**src/core/spfc_pkg.sv**
```systemverilog
// Shared constants and types for the stream packet format converter
package spfc_pkg;

    // ******************************************************************
    // Lane and packet geometry
    // ******************************************************************
    localparam int SYM_W     = 8;                     // Bits per symbol
    localparam int IN_SYM    = 2;                     // parallel_symbol_count, input side
    localparam int IN_LEN    = 2;                     // Beats per input packet
    localparam int IN_PKTS   = 1;                     // Input packets per frame (1: single-packet mode)
    localparam int OUT_SYM   = 1;                     // parallel_symbol_count, output side
    localparam int OUT_LEN   = 4;                     // Beats per output packet
    localparam int OUT_PKTS  = 1;                     // Output packets per frame
    localparam int SLOTS     = IN_SYM * IN_LEN * IN_PKTS;
    localparam int OUT_BEATS = OUT_LEN * OUT_PKTS;
    localparam int IN_BEATS  = IN_LEN * IN_PKTS;
    localparam int CNT_W     = 8;                     // Width of beat and packet counters
    localparam int EMPTY_W   = 1;                     // Width of the empty field

    // ******************************************************************
    // Handshake timing
    // ******************************************************************
    localparam int READY_LAT = 0;                     // Ready latency, 0 or 1 cycle

    // ******************************************************************
    // field_layout_list mapping: output slot k takes input slot FIELD_MAP[k]
    // Input order  I1 Q1 I2 Q2, output order I1 I2 Q1 Q2
    // ******************************************************************
    localparam int FIELD_MAP [SLOTS] = '{0, 2, 1, 3};

    // ******************************************************************
    // Reset values and types
    // ******************************************************************
    localparam logic [CNT_W-1:0]   CNT_RST   = 8'h00;
    localparam logic [EMPTY_W-1:0] EMPTY_FULL = 1'h0;  // Every beat carries all lanes

    typedef enum logic [0:0] {
        ST_COLLECT,
        ST_EMIT
    } spfc_state_t;

endpackage

```
**src/core/spfc_stream_if.sv**
```systemverilog
// Streaming link between the converter and its upstream and downstream partners
`timescale 1ns/1ps
interface spfc_stream_if;
    // Input stream: partner is the source, converter the sink
    logic                                          in_valid;
    logic                                          in_ready;
    logic                                          in_sop;
    logic                                          in_eop;
    logic [spfc_pkg::EMPTY_W-1:0]                  in_empty;
    logic [spfc_pkg::IN_SYM*spfc_pkg::SYM_W-1:0]   in_data;
    // Output stream: converter is the source, partner the sink
    logic                                          out_valid;
    logic                                          out_ready;
    logic                                          out_sop;
    logic                                          out_eop;
    logic [spfc_pkg::EMPTY_W-1:0]                  out_empty;
    logic [spfc_pkg::OUT_SYM*spfc_pkg::SYM_W-1:0]  out_data;
    logic                                          out_error;

    modport conv (
        input  in_valid, in_sop, in_eop, in_empty, in_data, out_ready,
        output in_ready, out_valid, out_sop, out_eop, out_empty, out_data, out_error
    );

    modport peer (
        output in_valid, in_sop, in_eop, in_empty, in_data, out_ready,
        input  in_ready, out_valid, out_sop, out_eop, out_empty, out_data, out_error
    );
endinterface

```
**src/core/spfc_format_remapper.sv**
```systemverilog
// Converter end: collects input packets, remaps fields in time and lane, emits output packets
`timescale 1ns/1ps

module spfc_format_remapper #(
    parameter int READY_LAT = spfc_pkg::READY_LAT
) (
    input  wire logic  SYS_CLK,
    input  wire logic  RST_N,
    spfc_stream_if.conv LINK,
    output logic       BUSY,
    output logic       FRAME_DONE
);
    localparam int SW = spfc_pkg::SYM_W;
    localparam int CW = spfc_pkg::CNT_W;

    // ******************************************************************
    // Slot decoding
    // ******************************************************************
    // Flat slot index of a symbol lane within a frame
    function automatic int slot_of(input logic [CW-1:0] beat, input int lane, input int lanes);
        slot_of = int'(beat) * lanes + lane;
    endfunction

    // ******************************************************************
    // State
    // ******************************************************************
    spfc_pkg::spfc_state_t  state, next_state;
    logic [SW-1:0]          frame_buf [spfc_pkg::SLOTS];
    logic [SW-1:0]          next_frame_buf [spfc_pkg::SLOTS];
    logic [CW-1:0]          in_beat, next_in_beat;
    logic [CW-1:0]          in_pkt, next_in_pkt;
    logic [CW-1:0]          in_idx, next_in_idx;
    logic [CW-1:0]          out_beat, next_out_beat;
    logic [CW-1:0]          out_pkt, next_out_pkt;
    logic [CW-1:0]          out_idx, next_out_idx;
    logic                   frame_err, next_frame_err;
    logic                   in_rdy, next_in_rdy;
    logic                   in_rdy_q;
    logic                   o_valid, next_o_valid;
    logic                   o_sop, next_o_sop;
    logic                   o_eop, next_o_eop;
    logic                   o_err, next_o_err;
    logic [spfc_pkg::OUT_SYM*SW-1:0] o_data, next_o_data;
    logic                   next_busy;
    logic                   next_frame_done;
    logic                   accept;
    logic                   take;
    logic                   load;

    // Input beat sampled: latency 1 honours the ready shown one cycle earlier
    assign accept = (state == spfc_pkg::ST_COLLECT) && LINK.in_valid
                    && ((READY_LAT == 0) ? in_rdy : in_rdy_q);

    // Output beat consumed; with latency 1 every shown beat is taken
    assign take = (READY_LAT == 0) ? (o_valid && LINK.out_ready) : o_valid;

    // Next beat may be loaded once the current one has gone, or after ready for latency 1
    assign load = (state == spfc_pkg::ST_EMIT)
                  && ((READY_LAT == 0) ? (!o_valid || take) : LINK.out_ready);

    // ******************************************************************
    // Next-state logic
    // ******************************************************************
    // Collect a whole frame into slot storage, then replay it in the output order.
    // Storing the full frame trades flip-flops for a simple, exact remap of any layout.
    always_comb begin
        int   tgt;
        logic pkt_end;
        logic sop_bad;
        logic eop_bad;
        logic [CW-1:0] left;
        tgt             = 0;
        pkt_end         = 1'b0;
        sop_bad         = 1'b0;
        eop_bad         = 1'b0;
        left            = '0;
        next_state      = state;
        next_frame_buf  = frame_buf;
        next_in_beat    = in_beat;
        next_in_pkt     = in_pkt;
        next_in_idx     = in_idx;
        next_out_beat   = out_beat;
        next_out_pkt    = out_pkt;
        next_out_idx    = out_idx;
        next_frame_err  = frame_err;
        next_o_valid    = take ? 1'b0 : o_valid;
        next_o_sop      = o_sop;
        next_o_eop      = o_eop;
        next_o_err      = o_err;
        next_o_data     = o_data;
        next_frame_done = 1'b0;

        // Input side: store each lane in its slot and follow the packet markers
        if (accept) begin
            for (int s = 0; s < spfc_pkg::IN_SYM; s++) begin
                next_frame_buf[slot_of(in_idx, s, spfc_pkg::IN_SYM)] = LINK.in_data[s*SW +: SW];
            end
            pkt_end = LINK.in_eop || (in_beat == CW'(spfc_pkg::IN_LEN - 1));
            sop_bad = LINK.in_sop != (in_beat == '0);
            eop_bad = LINK.in_eop != (in_beat == CW'(spfc_pkg::IN_LEN - 1));
            if (sop_bad || eop_bad) begin
                next_frame_err = 1'b1;
            end
            if (pkt_end) begin
                // A short packet still closes; its missing slots keep stale data
                next_in_beat = '0;
                if (in_pkt == CW'(spfc_pkg::IN_PKTS - 1)) begin
                    next_in_pkt = '0;
                    next_in_idx = '0;
                    next_state  = spfc_pkg::ST_EMIT;
                end else begin
                    next_in_pkt = in_pkt + CW'(1);
                    next_in_idx = CW'((int'(in_pkt) + 1) * spfc_pkg::IN_LEN);
                end
            end else begin
                next_in_beat = in_beat + CW'(1);
                next_in_idx  = in_idx + CW'(1);
            end
        end

        // Output side: each lane fetches the mapped input slot
        if (load) begin
            next_o_valid = 1'b1;
            for (int s = 0; s < spfc_pkg::OUT_SYM; s++) begin
                tgt = spfc_pkg::FIELD_MAP[slot_of(out_idx, s, spfc_pkg::OUT_SYM)];
                next_o_data[s*SW +: SW] = frame_buf[tgt];
            end
            // A single output link makes every packet start aligned by construction
            next_o_sop = (out_beat == '0);
            next_o_eop = (out_beat == CW'(spfc_pkg::OUT_LEN - 1));
            next_o_err = frame_err;
            if (out_beat == CW'(spfc_pkg::OUT_LEN - 1)) begin
                next_out_beat = '0;
                if (out_pkt == CW'(spfc_pkg::OUT_PKTS - 1)) begin
                    // Frame fully replayed; the output side alone set its length
                    next_out_pkt    = '0;
                    next_out_idx    = '0;
                    next_frame_err  = 1'b0;
                    next_frame_done = 1'b1;
                    next_state      = spfc_pkg::ST_COLLECT;
                end else begin
                    next_out_pkt = out_pkt + CW'(1);
                    next_out_idx = out_idx + CW'(1);
                end
            end else begin
                next_out_beat = out_beat + CW'(1);
                next_out_idx  = out_idx + CW'(1);
            end
        end

        // Ready counts a beat already in flight under latency 1, so no beat
        // can land once the frame is full. An early end of packet under
        // latency 1 may still let one beat arrive, which is dropped.
        left = CW'(spfc_pkg::IN_BEATS) - next_in_idx;
        if (READY_LAT == 0) begin
            next_in_rdy = (next_state == spfc_pkg::ST_COLLECT);
        end else begin
            next_in_rdy = (next_state == spfc_pkg::ST_COLLECT)
                          && (left > CW'((in_rdy && !accept) ? 1 : 0));
        end
        next_busy = (next_state == spfc_pkg::ST_EMIT);
    end

    // ******************************************************************
    // Registers
    // ******************************************************************
    // Reset drops valid and error and clears every counter
    always_ff @(posedge SYS_CLK or negedge RST_N) begin
        if (!RST_N) begin
            state      <= spfc_pkg::ST_COLLECT;
            for (int i = 0; i < spfc_pkg::SLOTS; i++) begin
                frame_buf[i] <= '0;
            end
            in_beat    <= spfc_pkg::CNT_RST;
            in_pkt     <= spfc_pkg::CNT_RST;
            in_idx     <= spfc_pkg::CNT_RST;
            out_beat   <= spfc_pkg::CNT_RST;
            out_pkt    <= spfc_pkg::CNT_RST;
            out_idx    <= spfc_pkg::CNT_RST;
            frame_err  <= 1'b0;
            in_rdy     <= 1'b0;
            in_rdy_q   <= 1'b0;
            o_valid    <= 1'b0;
            o_sop      <= 1'b0;
            o_eop      <= 1'b0;
            o_err      <= 1'b0;
            o_data     <= '0;
            BUSY       <= 1'b0;
            FRAME_DONE <= 1'b0;
        end else begin
            state      <= next_state;
            frame_buf  <= next_frame_buf;
            in_beat    <= next_in_beat;
            in_pkt     <= next_in_pkt;
            in_idx     <= next_in_idx;
            out_beat   <= next_out_beat;
            out_pkt    <= next_out_pkt;
            out_idx    <= next_out_idx;
            frame_err  <= next_frame_err;
            in_rdy     <= next_in_rdy;
            in_rdy_q   <= in_rdy;
            o_valid    <= next_o_valid;
            o_sop      <= next_o_sop;
            o_eop      <= next_o_eop;
            o_err      <= next_o_err;
            o_data     <= next_o_data;
            BUSY       <= next_busy;
            FRAME_DONE <= next_frame_done;
        end
    end

    // ******************************************************************
    // Link drive
    // ******************************************************************
    // Every output but the constant out_empty leaves straight from a flip-flop
    assign LINK.in_ready  = in_rdy;
    assign LINK.out_valid = o_valid;
    assign LINK.out_sop   = o_sop;
    assign LINK.out_eop   = o_eop;
    assign LINK.out_empty = spfc_pkg::EMPTY_FULL;
    assign LINK.out_data  = o_data;
    assign LINK.out_error = o_err;

endmodule

```
**src/flat_wrapper.sv**
```systemverilog
// flat-port wrapper written by rule: the top's interface ports become plain ports
module spfc_format_remapper_flat 
#(
    parameter int READY_LAT = spfc_pkg::READY_LAT
)
  (SYS_CLK, RST_N, BUSY, FRAME_DONE, LINK_in_valid, LINK_in_sop, LINK_in_eop, LINK_in_empty, LINK_in_data, LINK_out_ready, LINK_in_ready, LINK_out_valid, LINK_out_sop, LINK_out_eop, LINK_out_empty, LINK_out_data, LINK_out_error);
  spfc_stream_if LINK_i ();
  input  wire logic SYS_CLK;
  input  wire logic RST_N;
  output logic BUSY;
  output logic FRAME_DONE;
  input wire logic [$bits(LINK_i.in_valid)-1:0] LINK_in_valid;
  input wire logic [$bits(LINK_i.in_sop)-1:0] LINK_in_sop;
  input wire logic [$bits(LINK_i.in_eop)-1:0] LINK_in_eop;
  input wire logic [$bits(LINK_i.in_empty)-1:0] LINK_in_empty;
  input wire logic [$bits(LINK_i.in_data)-1:0] LINK_in_data;
  input wire logic [$bits(LINK_i.out_ready)-1:0] LINK_out_ready;
  output wire logic [$bits(LINK_i.in_ready)-1:0] LINK_in_ready;
  output wire logic [$bits(LINK_i.out_valid)-1:0] LINK_out_valid;
  output wire logic [$bits(LINK_i.out_sop)-1:0] LINK_out_sop;
  output wire logic [$bits(LINK_i.out_eop)-1:0] LINK_out_eop;
  output wire logic [$bits(LINK_i.out_empty)-1:0] LINK_out_empty;
  output wire logic [$bits(LINK_i.out_data)-1:0] LINK_out_data;
  output wire logic [$bits(LINK_i.out_error)-1:0] LINK_out_error;
  assign LINK_i.in_valid = LINK_in_valid;
  assign LINK_i.in_sop = LINK_in_sop;
  assign LINK_i.in_eop = LINK_in_eop;
  assign LINK_i.in_empty = LINK_in_empty;
  assign LINK_i.in_data = LINK_in_data;
  assign LINK_i.out_ready = LINK_out_ready;
  assign LINK_in_ready = LINK_i.in_ready;
  assign LINK_out_valid = LINK_i.out_valid;
  assign LINK_out_sop = LINK_i.out_sop;
  assign LINK_out_eop = LINK_i.out_eop;
  assign LINK_out_empty = LINK_i.out_empty;
  assign LINK_out_data = LINK_i.out_data;
  assign LINK_out_error = LINK_i.out_error;
  spfc_format_remapper #(.READY_LAT(READY_LAT)) u_core (.SYS_CLK(SYS_CLK), .RST_N(RST_N), .LINK(LINK_i), .BUSY(BUSY), .FRAME_DONE(FRAME_DONE));
endmodule
```
**config.mk**
```make
export PLATFORM = sky130hd
export DESIGN_NAME = spfc_format_remapper_flat
export DESIGN_NICKNAME = d
export VERILOG_FILES = /design/src/core/spfc_pkg.sv /design/src/core/spfc_stream_if.sv /design/src/core/spfc_format_remapper.sv /design/src/flat_wrapper.sv
export SDC_FILE = /design/constraint.sdc
export NUM_CORES = 1
export LEC_CHECK = 0
export ABC_CLOCK_PERIOD_IN_PS = 2600
export BUFFER_PORTS_ARGS = -buffer_cell sky130_fd_sc_hd__buf_2
export CAP_MARGIN = 20
export CORE_ASPECT_RATIO = 1.25
export CORE_MARGIN = 4
export CORE_UTILIZATION = 44
export CTS_CLUSTER_DIAMETER = 200
export DETAILED_ROUTE_END_ITERATION = 8
export GPL_TIMING_DRIVEN = 0
export PLACE_DENSITY = 0.72
export REMOVE_ABC_BUFFERS = 1
export SETUP_SLACK_MARGIN = 0.2
export SYNTH_ARGS = -nofsm -noshare
export SYNTH_HDL_FRONTEND = slang
export SYNTH_SLANG_ARGS = --single-unit
```
**constraint.sdc**
```tcl
create_clock -name SYS_CLK -period 2.6 [get_ports SYS_CLK]
set_input_delay 0.52 -clock SYS_CLK [delete_from_list [all_inputs] [get_ports SYS_CLK]]
set_output_delay 0.52 -clock SYS_CLK [all_outputs]
set_load 0.01 [all_outputs]
```
# ---- After elaboration in Yosys (flattened, before gate mapping)
# Cells that the tools add are included.
dict set report word_totals {
  reg_bits 96
  input_bits 23
  output_inout_bits 16
  word_cells 96
}
dict set report op_classes {
  addsub 8
  order_cmp 6
  n_eq_ne 4
  mux 36
  bitwise_logic 6
  reduce_logical 17
}
# op count
set op_table {}
lappend op_table {{$ge 32x3->1 const B} 4}
lappend op_table {{$mux 8} 12}
lappend op_table {{$bmux 32 s2} 1}
lappend op_table {{$bwmux 32} 2}
lappend op_table {{$lt 32x1->1 const B} 2}
lappend op_table {{$mux 32} 2}
lappend op_table {{$not 32->32} 2}
lappend op_table {{$add 8x1->8 const B} 6}
lappend op_table {{$demux 8 s2} 2}
lappend op_table {{$logic_not 8->1} 4}
lappend op_table {{$not 8->32} 1}
lappend op_table {{$not 9->32} 1}
lappend op_table {{$bmux 8 s2} 1}
lappend op_table {{$mux 1} 16}
lappend op_table {{$add 9x1->10 const B} 1}
lappend op_table {{$eq 8x1->1 const B} 1}
lappend op_table {{$eq 8x2->1 const B} 1}
lappend op_table {{$add 7x1->7 const B} 1}
lappend op_table {{$logic_and 1x1->1} 6}
lappend op_table {{$reduce_and 2->1} 2}
lappend op_table {{$logic_or 1x1->1} 3}
lappend op_table {{$ne 1x1->1} 2}
lappend op_table {{$not 1->1} 2}
lappend op_table {{$reduce_bool 2->1} 1}
lappend op_table {{$logic_not 1->1} 1}

# ---- Longest topological paths before layout
dict set report depth {
  word_depth 8
  mapped_depth 10
  mapped_depth_nobuf 8
}

# ---- Worst setup path before layout
# No wires, ideal clock.
dict set report synth_timing {
  path_kind {register to register}
  from {register u_core.in_beat[3]}
  to {register u_core.in_rdy, in the netlist u_core.LINK.in_ready}
  setup_time_ns 0.127
  t_arrival_ns 2.118
  required_ns 2.473
  slack_ns 0.354
  stages_incl_launch_ff 9
  path_buffers 2
  period_less_slack_ns 2.246
  path_cell_list {dfrtp_1 nor4_1 nand3_1 ha_1 clkbuf_1 nor4bb_1 buf_2 a21oi_1 or2_2}
}
dict set report synth_via {
  elab_chain_len 8
}
# item line_no
set synth_lines {}
lappend synth_lines {{start, declared} spfc_format_remapper.sv:30} ;# logic [CW-1:0] in_beat, next_in_beat;
lappend synth_lines {{start signal, assigned} spfc_format_remapper.sv:174} ;# in_beat <= spfc_pkg::CNT_RST;
lappend synth_lines {{start signal, assigned} spfc_format_remapper.sv:193} ;# in_beat <= next_in_beat;
lappend synth_lines {{$eq 8x1->1 *} spfc_format_remapper.sv:98} ;# pkt_end = LINK.in_eop || (in_beat == CW'(spfc_pkg::IN_LEN - 1));
lappend synth_lines {{$logic_or 1x1->1 *} spfc_format_remapper.sv:98}
lappend synth_lines {{$mux 1 *} spfc_format_remapper.sv:104} ;# if (pkt_end) begin
lappend synth_lines {{$mux 1 *} spfc_format_remapper.sv:94} ;# if (accept) begin
lappend synth_lines {{$mux 1} spfc_format_remapper.sv:134} ;# if (out_pkt == CW'(spfc_pkg::OUT_PKTS - 1)) begin
lappend synth_lines {{$mux 1} spfc_format_remapper.sv:132} ;# if (out_beat == CW'(spfc_pkg::OUT_LEN - 1)) begin
lappend synth_lines {{$mux 1 *} spfc_format_remapper.sv:122} ;# if (load) begin
lappend synth_lines {{$not 1->1 *} spfc_format_remapper.sv:156} ;# next_in_rdy = (next_state == spfc_pkg::ST_COLLECT);
lappend synth_lines {{net u_core.next_in_rdy} spfc_format_remapper.sv:37} ;# logic in_rdy, next_in_rdy;
lappend synth_lines {{end signal, assigned} spfc_format_remapper.sv:200} ;# in_rdy <= next_in_rdy;
lappend synth_lines {{end, declared} spfc_format_remapper.sv:37}
# Mark *: on every way through the listed nets, which the timed path passes. The rest lies on a longest branch.
# A chain may end at the register's enable or synchronous reset.

# ---- Final worst setup path
dict set report layout_timing {
  from {register u_core.in_beat[3]}
  to {register u_core.in_pkt[2]}
}
dict set report layout_via {
  elab_chain_len 3
}
# item line_no
set layout_lines {}
lappend layout_lines {{$eq 8x1->1} spfc_format_remapper.sv:98}
lappend layout_lines {{$logic_or 1x1->1} spfc_format_remapper.sv:98}
lappend layout_lines {{$reduce_and 2->1 (no source line)} -}
lappend layout_lines {{end signal, assigned} spfc_format_remapper.sv:175} ;# in_pkt <= spfc_pkg::CNT_RST;
lappend layout_lines {{end signal, assigned} spfc_format_remapper.sv:194} ;# in_pkt <= next_in_pkt;
lappend layout_lines {{end, declared} spfc_format_remapper.sv:31} ;# logic [CW-1:0] in_pkt, next_in_pkt;
# Every way passes these cells.

==> flow_metrics.env <==
export IMPL_postRouteWirelength_um=8463
export IMPL_clk_pin_slew_ns=0.07
export IMPL_via_count=2896
export IMPL_vdd_drop_max_v=0.0003687
export IMPL_antenna_found_initial=0
export IMPL_cts_htree_levels=3
export IMPL_drv_cap=0
export IMPL_startpoint_type="flop"
export IMPL_n_antenna_cell=0
export IMPL_cts_tree="done"
export IMPL_tns_ns=0
export IMPL_hold_viol=0
export IMPL_ys_warn_count=0
export IMPL_synth_top_area_cell="dfrtp_1"
export IMPL_p_sw_mw=1.660
export IMPL_p_int_mw=3.606
export IMPL_skew_ns=0.008038
export IMPL_ys_flop_type="dfrtp_1"
export IMPL_syn_area_um2=4298
export IMPL_drt_first_iter_violations=132
export IMPL_dp_hpwl_um=5876
export IMPL_period_needed_ns=2.239
export IMPL_grt_remaining_overflow=0
export IMPL_yosys_register_bits=90
export IMPL_grt_pass1_vias=2933
export IMPL_outcome="finished clean"
export IMPL_grt_max_degree=47
export IMPL_drive_gt1_share_pct=28.89
export IMPL_fin_crit_sh_pct=86.10
export IMPL_crit_fanout=8
export IMPL_pwr_share_comb_pct=28.0
export IMPL_path_cells="nor4_4, nand3_1, ha_2, nor4bb_4, buf_4, o41a_1, buf_4, a21oi_1, a31oi_1"
export IMPL_globalplace_congestion=0.8223
export IMPL_initial_core_util_pct=44.96
export IMPL_min_path_type="in2async"
export IMPL_worst_slack_ns=0.3613
export IMPL_viasPerCell=5.454
export IMPL_max_freq_mhz=446.7
export IMPL_synth_area_per_cell_um2=11.91
export IMPL_first_pass_iters=4
export IMPL_cp_top_family="simple AND/OR/NAND/NOR gates"
export IMPL_die_area_um2=11420
export IMPL_cts_root_buffer="clkbuf_16"
export IMPL_grt_pass1_wl_um=14540
export IMPL_design_area_um2=5005
export IMPL_areaGrowthSynthToFinish_pct=16.45
export IMPL_p_per_area_nw_per_um2=1052
export IMPL_path_class="reg2reg"
export IMPL_async_flop_share_pct=100.0
export IMPL_syn_instance_count=361
export IMPL_finalSetupViolations=0
export IMPL_cts_hold_buffers_added=0
export IMPL_rsz0062_at_grt="true"
export IMPL_p_clk_share_pct=27.4
export IMPL_cp_end_kind="flop"
export IMPL_cp_num_buf_inv=2
export IMPL_cts_path_max_buffers=2
export IMPL_cts_buffers=9
export IMPL_drcViolationCount=0
export IMPL_p_total_mw=5.266
export IMPL_worstPathRequired_ns=2.86
export IMPL_synthTopCellsByArea="dfrtp_1 52%, mux2_2 8.9%, mux4_2 4.2%"
export IMPL_max_slew_worst_pin_slew_ns=0.7613
export IMPL_clk_latency_ns=0.34
export IMPL_startpoint="u_core.in_beat[3]$_DFFE_PN0P_"
export IMPL_pin_count=39
export IMPL_wl_per_cell_um=15.94
export IMPL_maxSlewHeadroom_pct=48.97
export IMPL_ys_seq_area_share_pct=52.40
export IMPL_coreArea_um2=9559
export IMPL_core_rowCount=40
export IMPL_numClockSinks=90
export IMPL_fill_cells=808
export IMPL_grt_usage_pct=16.44
export IMPL_ant_nets=0
export IMPL_synth_top_area_share_pct=52.40
export IMPL_synth_edff_count=0
export IMPL_dpl_cell_area_um2=4607
export IMPL_path_common_cell="buf_4"
export IMPL_dp_slack_ns=-0.1858
export IMPL_die_w_um=96.40
export IMPL_die_y_um=118.5
export IMPL_drv_slew=0
export IMPL_worst_path_max_delay_cell="dfrtp_1"
export IMPL_crit_path_max_incr_delay_ns=0.43
export IMPL_arrival_ns=2.50
export IMPL_synthDistinctLibCells=47
export IMPL_final_nets=435
export IMPL_timing_rr_start="u_core.in_beat[3]$_DFFE_PN0P_"
export IMPL_seqPwrFrac_pct=44.6
export IMPL_io_buffers=36
export IMPL_p_leak_nw=2.362
export IMPL_swShare_pct=31.52
stage by stage:
step / hold WS, ns / util (%) / std cells
2_1_floorplan: 0.2244 / - / 346
3_3_place_gp: 0.4569 / 47.74 / 508
3_5_place_dp: 0.4618 / 48.19 / 510
4_1_cts: 0.2054 / 52.08 / 529
5_1_grt: 0.2301 / 52.36 / 531
6_report: 0.1947 / 52.36 / 531
layer usage:
layer  vias up  GRT usage, %  wire length, um
li1       1375             -                -
met1      1452         20.99             3645
met2        55         26.44             4335
met3        14         4.137              329
met4         0         6.404              153
met5         -             0                0
worst paths after layout:
kind                            depth (start not counted)                          endpoint  slack [ns]
min in group SYS_CLK                                    2  u_core.frame_buf[11]$_DFFE_PN0P_        0.42
worst max register to register                          9      u_core.in_pkt[2]$_DFFE_PN0P_        0.36
worst max-delay path                                    9      u_core.in_pkt[2]$_DFFE_PN0P_        0.36
worst min-delay path                                    1  u_core.frame_buf[18]$_DFFE_PN0P_        0.19
worst min register to register                          1      u_core.in_pkt[7]$_DFFE_PN0P_        0.47
max in group asynchronous                               2    u_core.out_beat[2]$_DFFE_PN0P_        1.79
flip-flops by register name, indices dropped and copies added (netlist names):
signal,count
u_core.LINK.out_error,1
u_core.in_beat,8
u_core.FRAME_DONE,1
u_core.frame_err,1
u_core.out_pkt,8
u_core.LINK.in_ready,1
u_core.out_beat,8
u_core.in_idx,8
u_core.LINK.out_data,8
u_core.BUSY,1
u_core.out_idx,2
u_core.in_pkt,8
u_core.LINK.out_eop,1
u_core.LINK.out_valid,1
u_core.LINK.out_sop,1
u_core.frame_buf,32
worst reg2reg max path: cells and delay by family (launching register included):
| family | cells | cell delay (ns) |
|---|---|---|
| AND/OR/NAND/NOR | 3 | 0.71 |
| AO/OA/AOI/OAI | 3 | 0.43 |
| buffers and inverters | 2 | 0.33 |
| adder cells (fa/ha/maj) | 1 | 0.26 |
| flip-flops | 1 | 0.43 |
cells in the final DEF, fill, tap and decap left out, types with 4 or more instances in the layout:
cell type,n
a21oi_1,6
buf_2,35
a21o_1,6
nor3_1,7
dfrtp_1,90
ha_1,11
xnor2_1,8
nand4_1,7
inv_1,14
nand3_1,17
mux4_2,8
buf_4,7
mux2_2,34
o31ai_1,4
nand2_1,26
xor2_1,15
o21ai_0,23
clkbuf_16,9
mux2_4,8
nor2_1,18
synthesized netlist by cell type, types with 6 or more instances:
cell type / count
mux2_2: 34
o21ai_0: 23
nor3_1: 7
xnor2_1: 8
nand3_1: 17
a21oi_1: 6
nand2_1: 26
mux2_4: 8
nand4_1: 7
clkbuf_1: 9
nor2_1: 18
inv_1: 14
a21o_1: 6
mux4_2: 8
ha_1: 12
dfrtp_1: 90
xor2_1: 15
final cells by class:
class	count	area (um2)	share of cell area (%)
sequential	90	2252	45.00
clock inverter	6	95.09	1.900
timing repair buffer	43	255.2	5.100
multi-input combinational	242	1953	39.02
tap	126	157.7	3.150
clock buffer	10	239.0	4.775
inverter	14	52.55	1.050
cell families after synthesis:
| group | share of synthesized area, % |
|---|---|
| other cells | 0.08725 |
| simple gates | 12.81 |
| mux | 15.90 |
| buf+inv | 2.911 |
| fa+ha+maj | 3.493 |
| flops | 52.40 |
| xor+xnor | 4.687 |
| compound gates | 7.715 |
power groups by stage:
stage	registers [mW]	logic [mW]	clock network (mW)
6_report	2.35	1.47	1.44
3_5_place_dp	2.36	1.46	0
2_1_floorplan	2.27	1.07	0
4_1_cts	2.35	1.49	1.48
3_3_place_gp	2.33	1.38	0
5_1_grt	2.43	1.65	1.55
repair_timing:
item                       4_1_cts  5_1_grt
setup endpoints to repair       14       38
resized for setup                2        2
pin swaps                        1        0
cloned                           0        0
buffers inserted                 3        2
No activity file was read; power rests on OpenSTA's default activity.
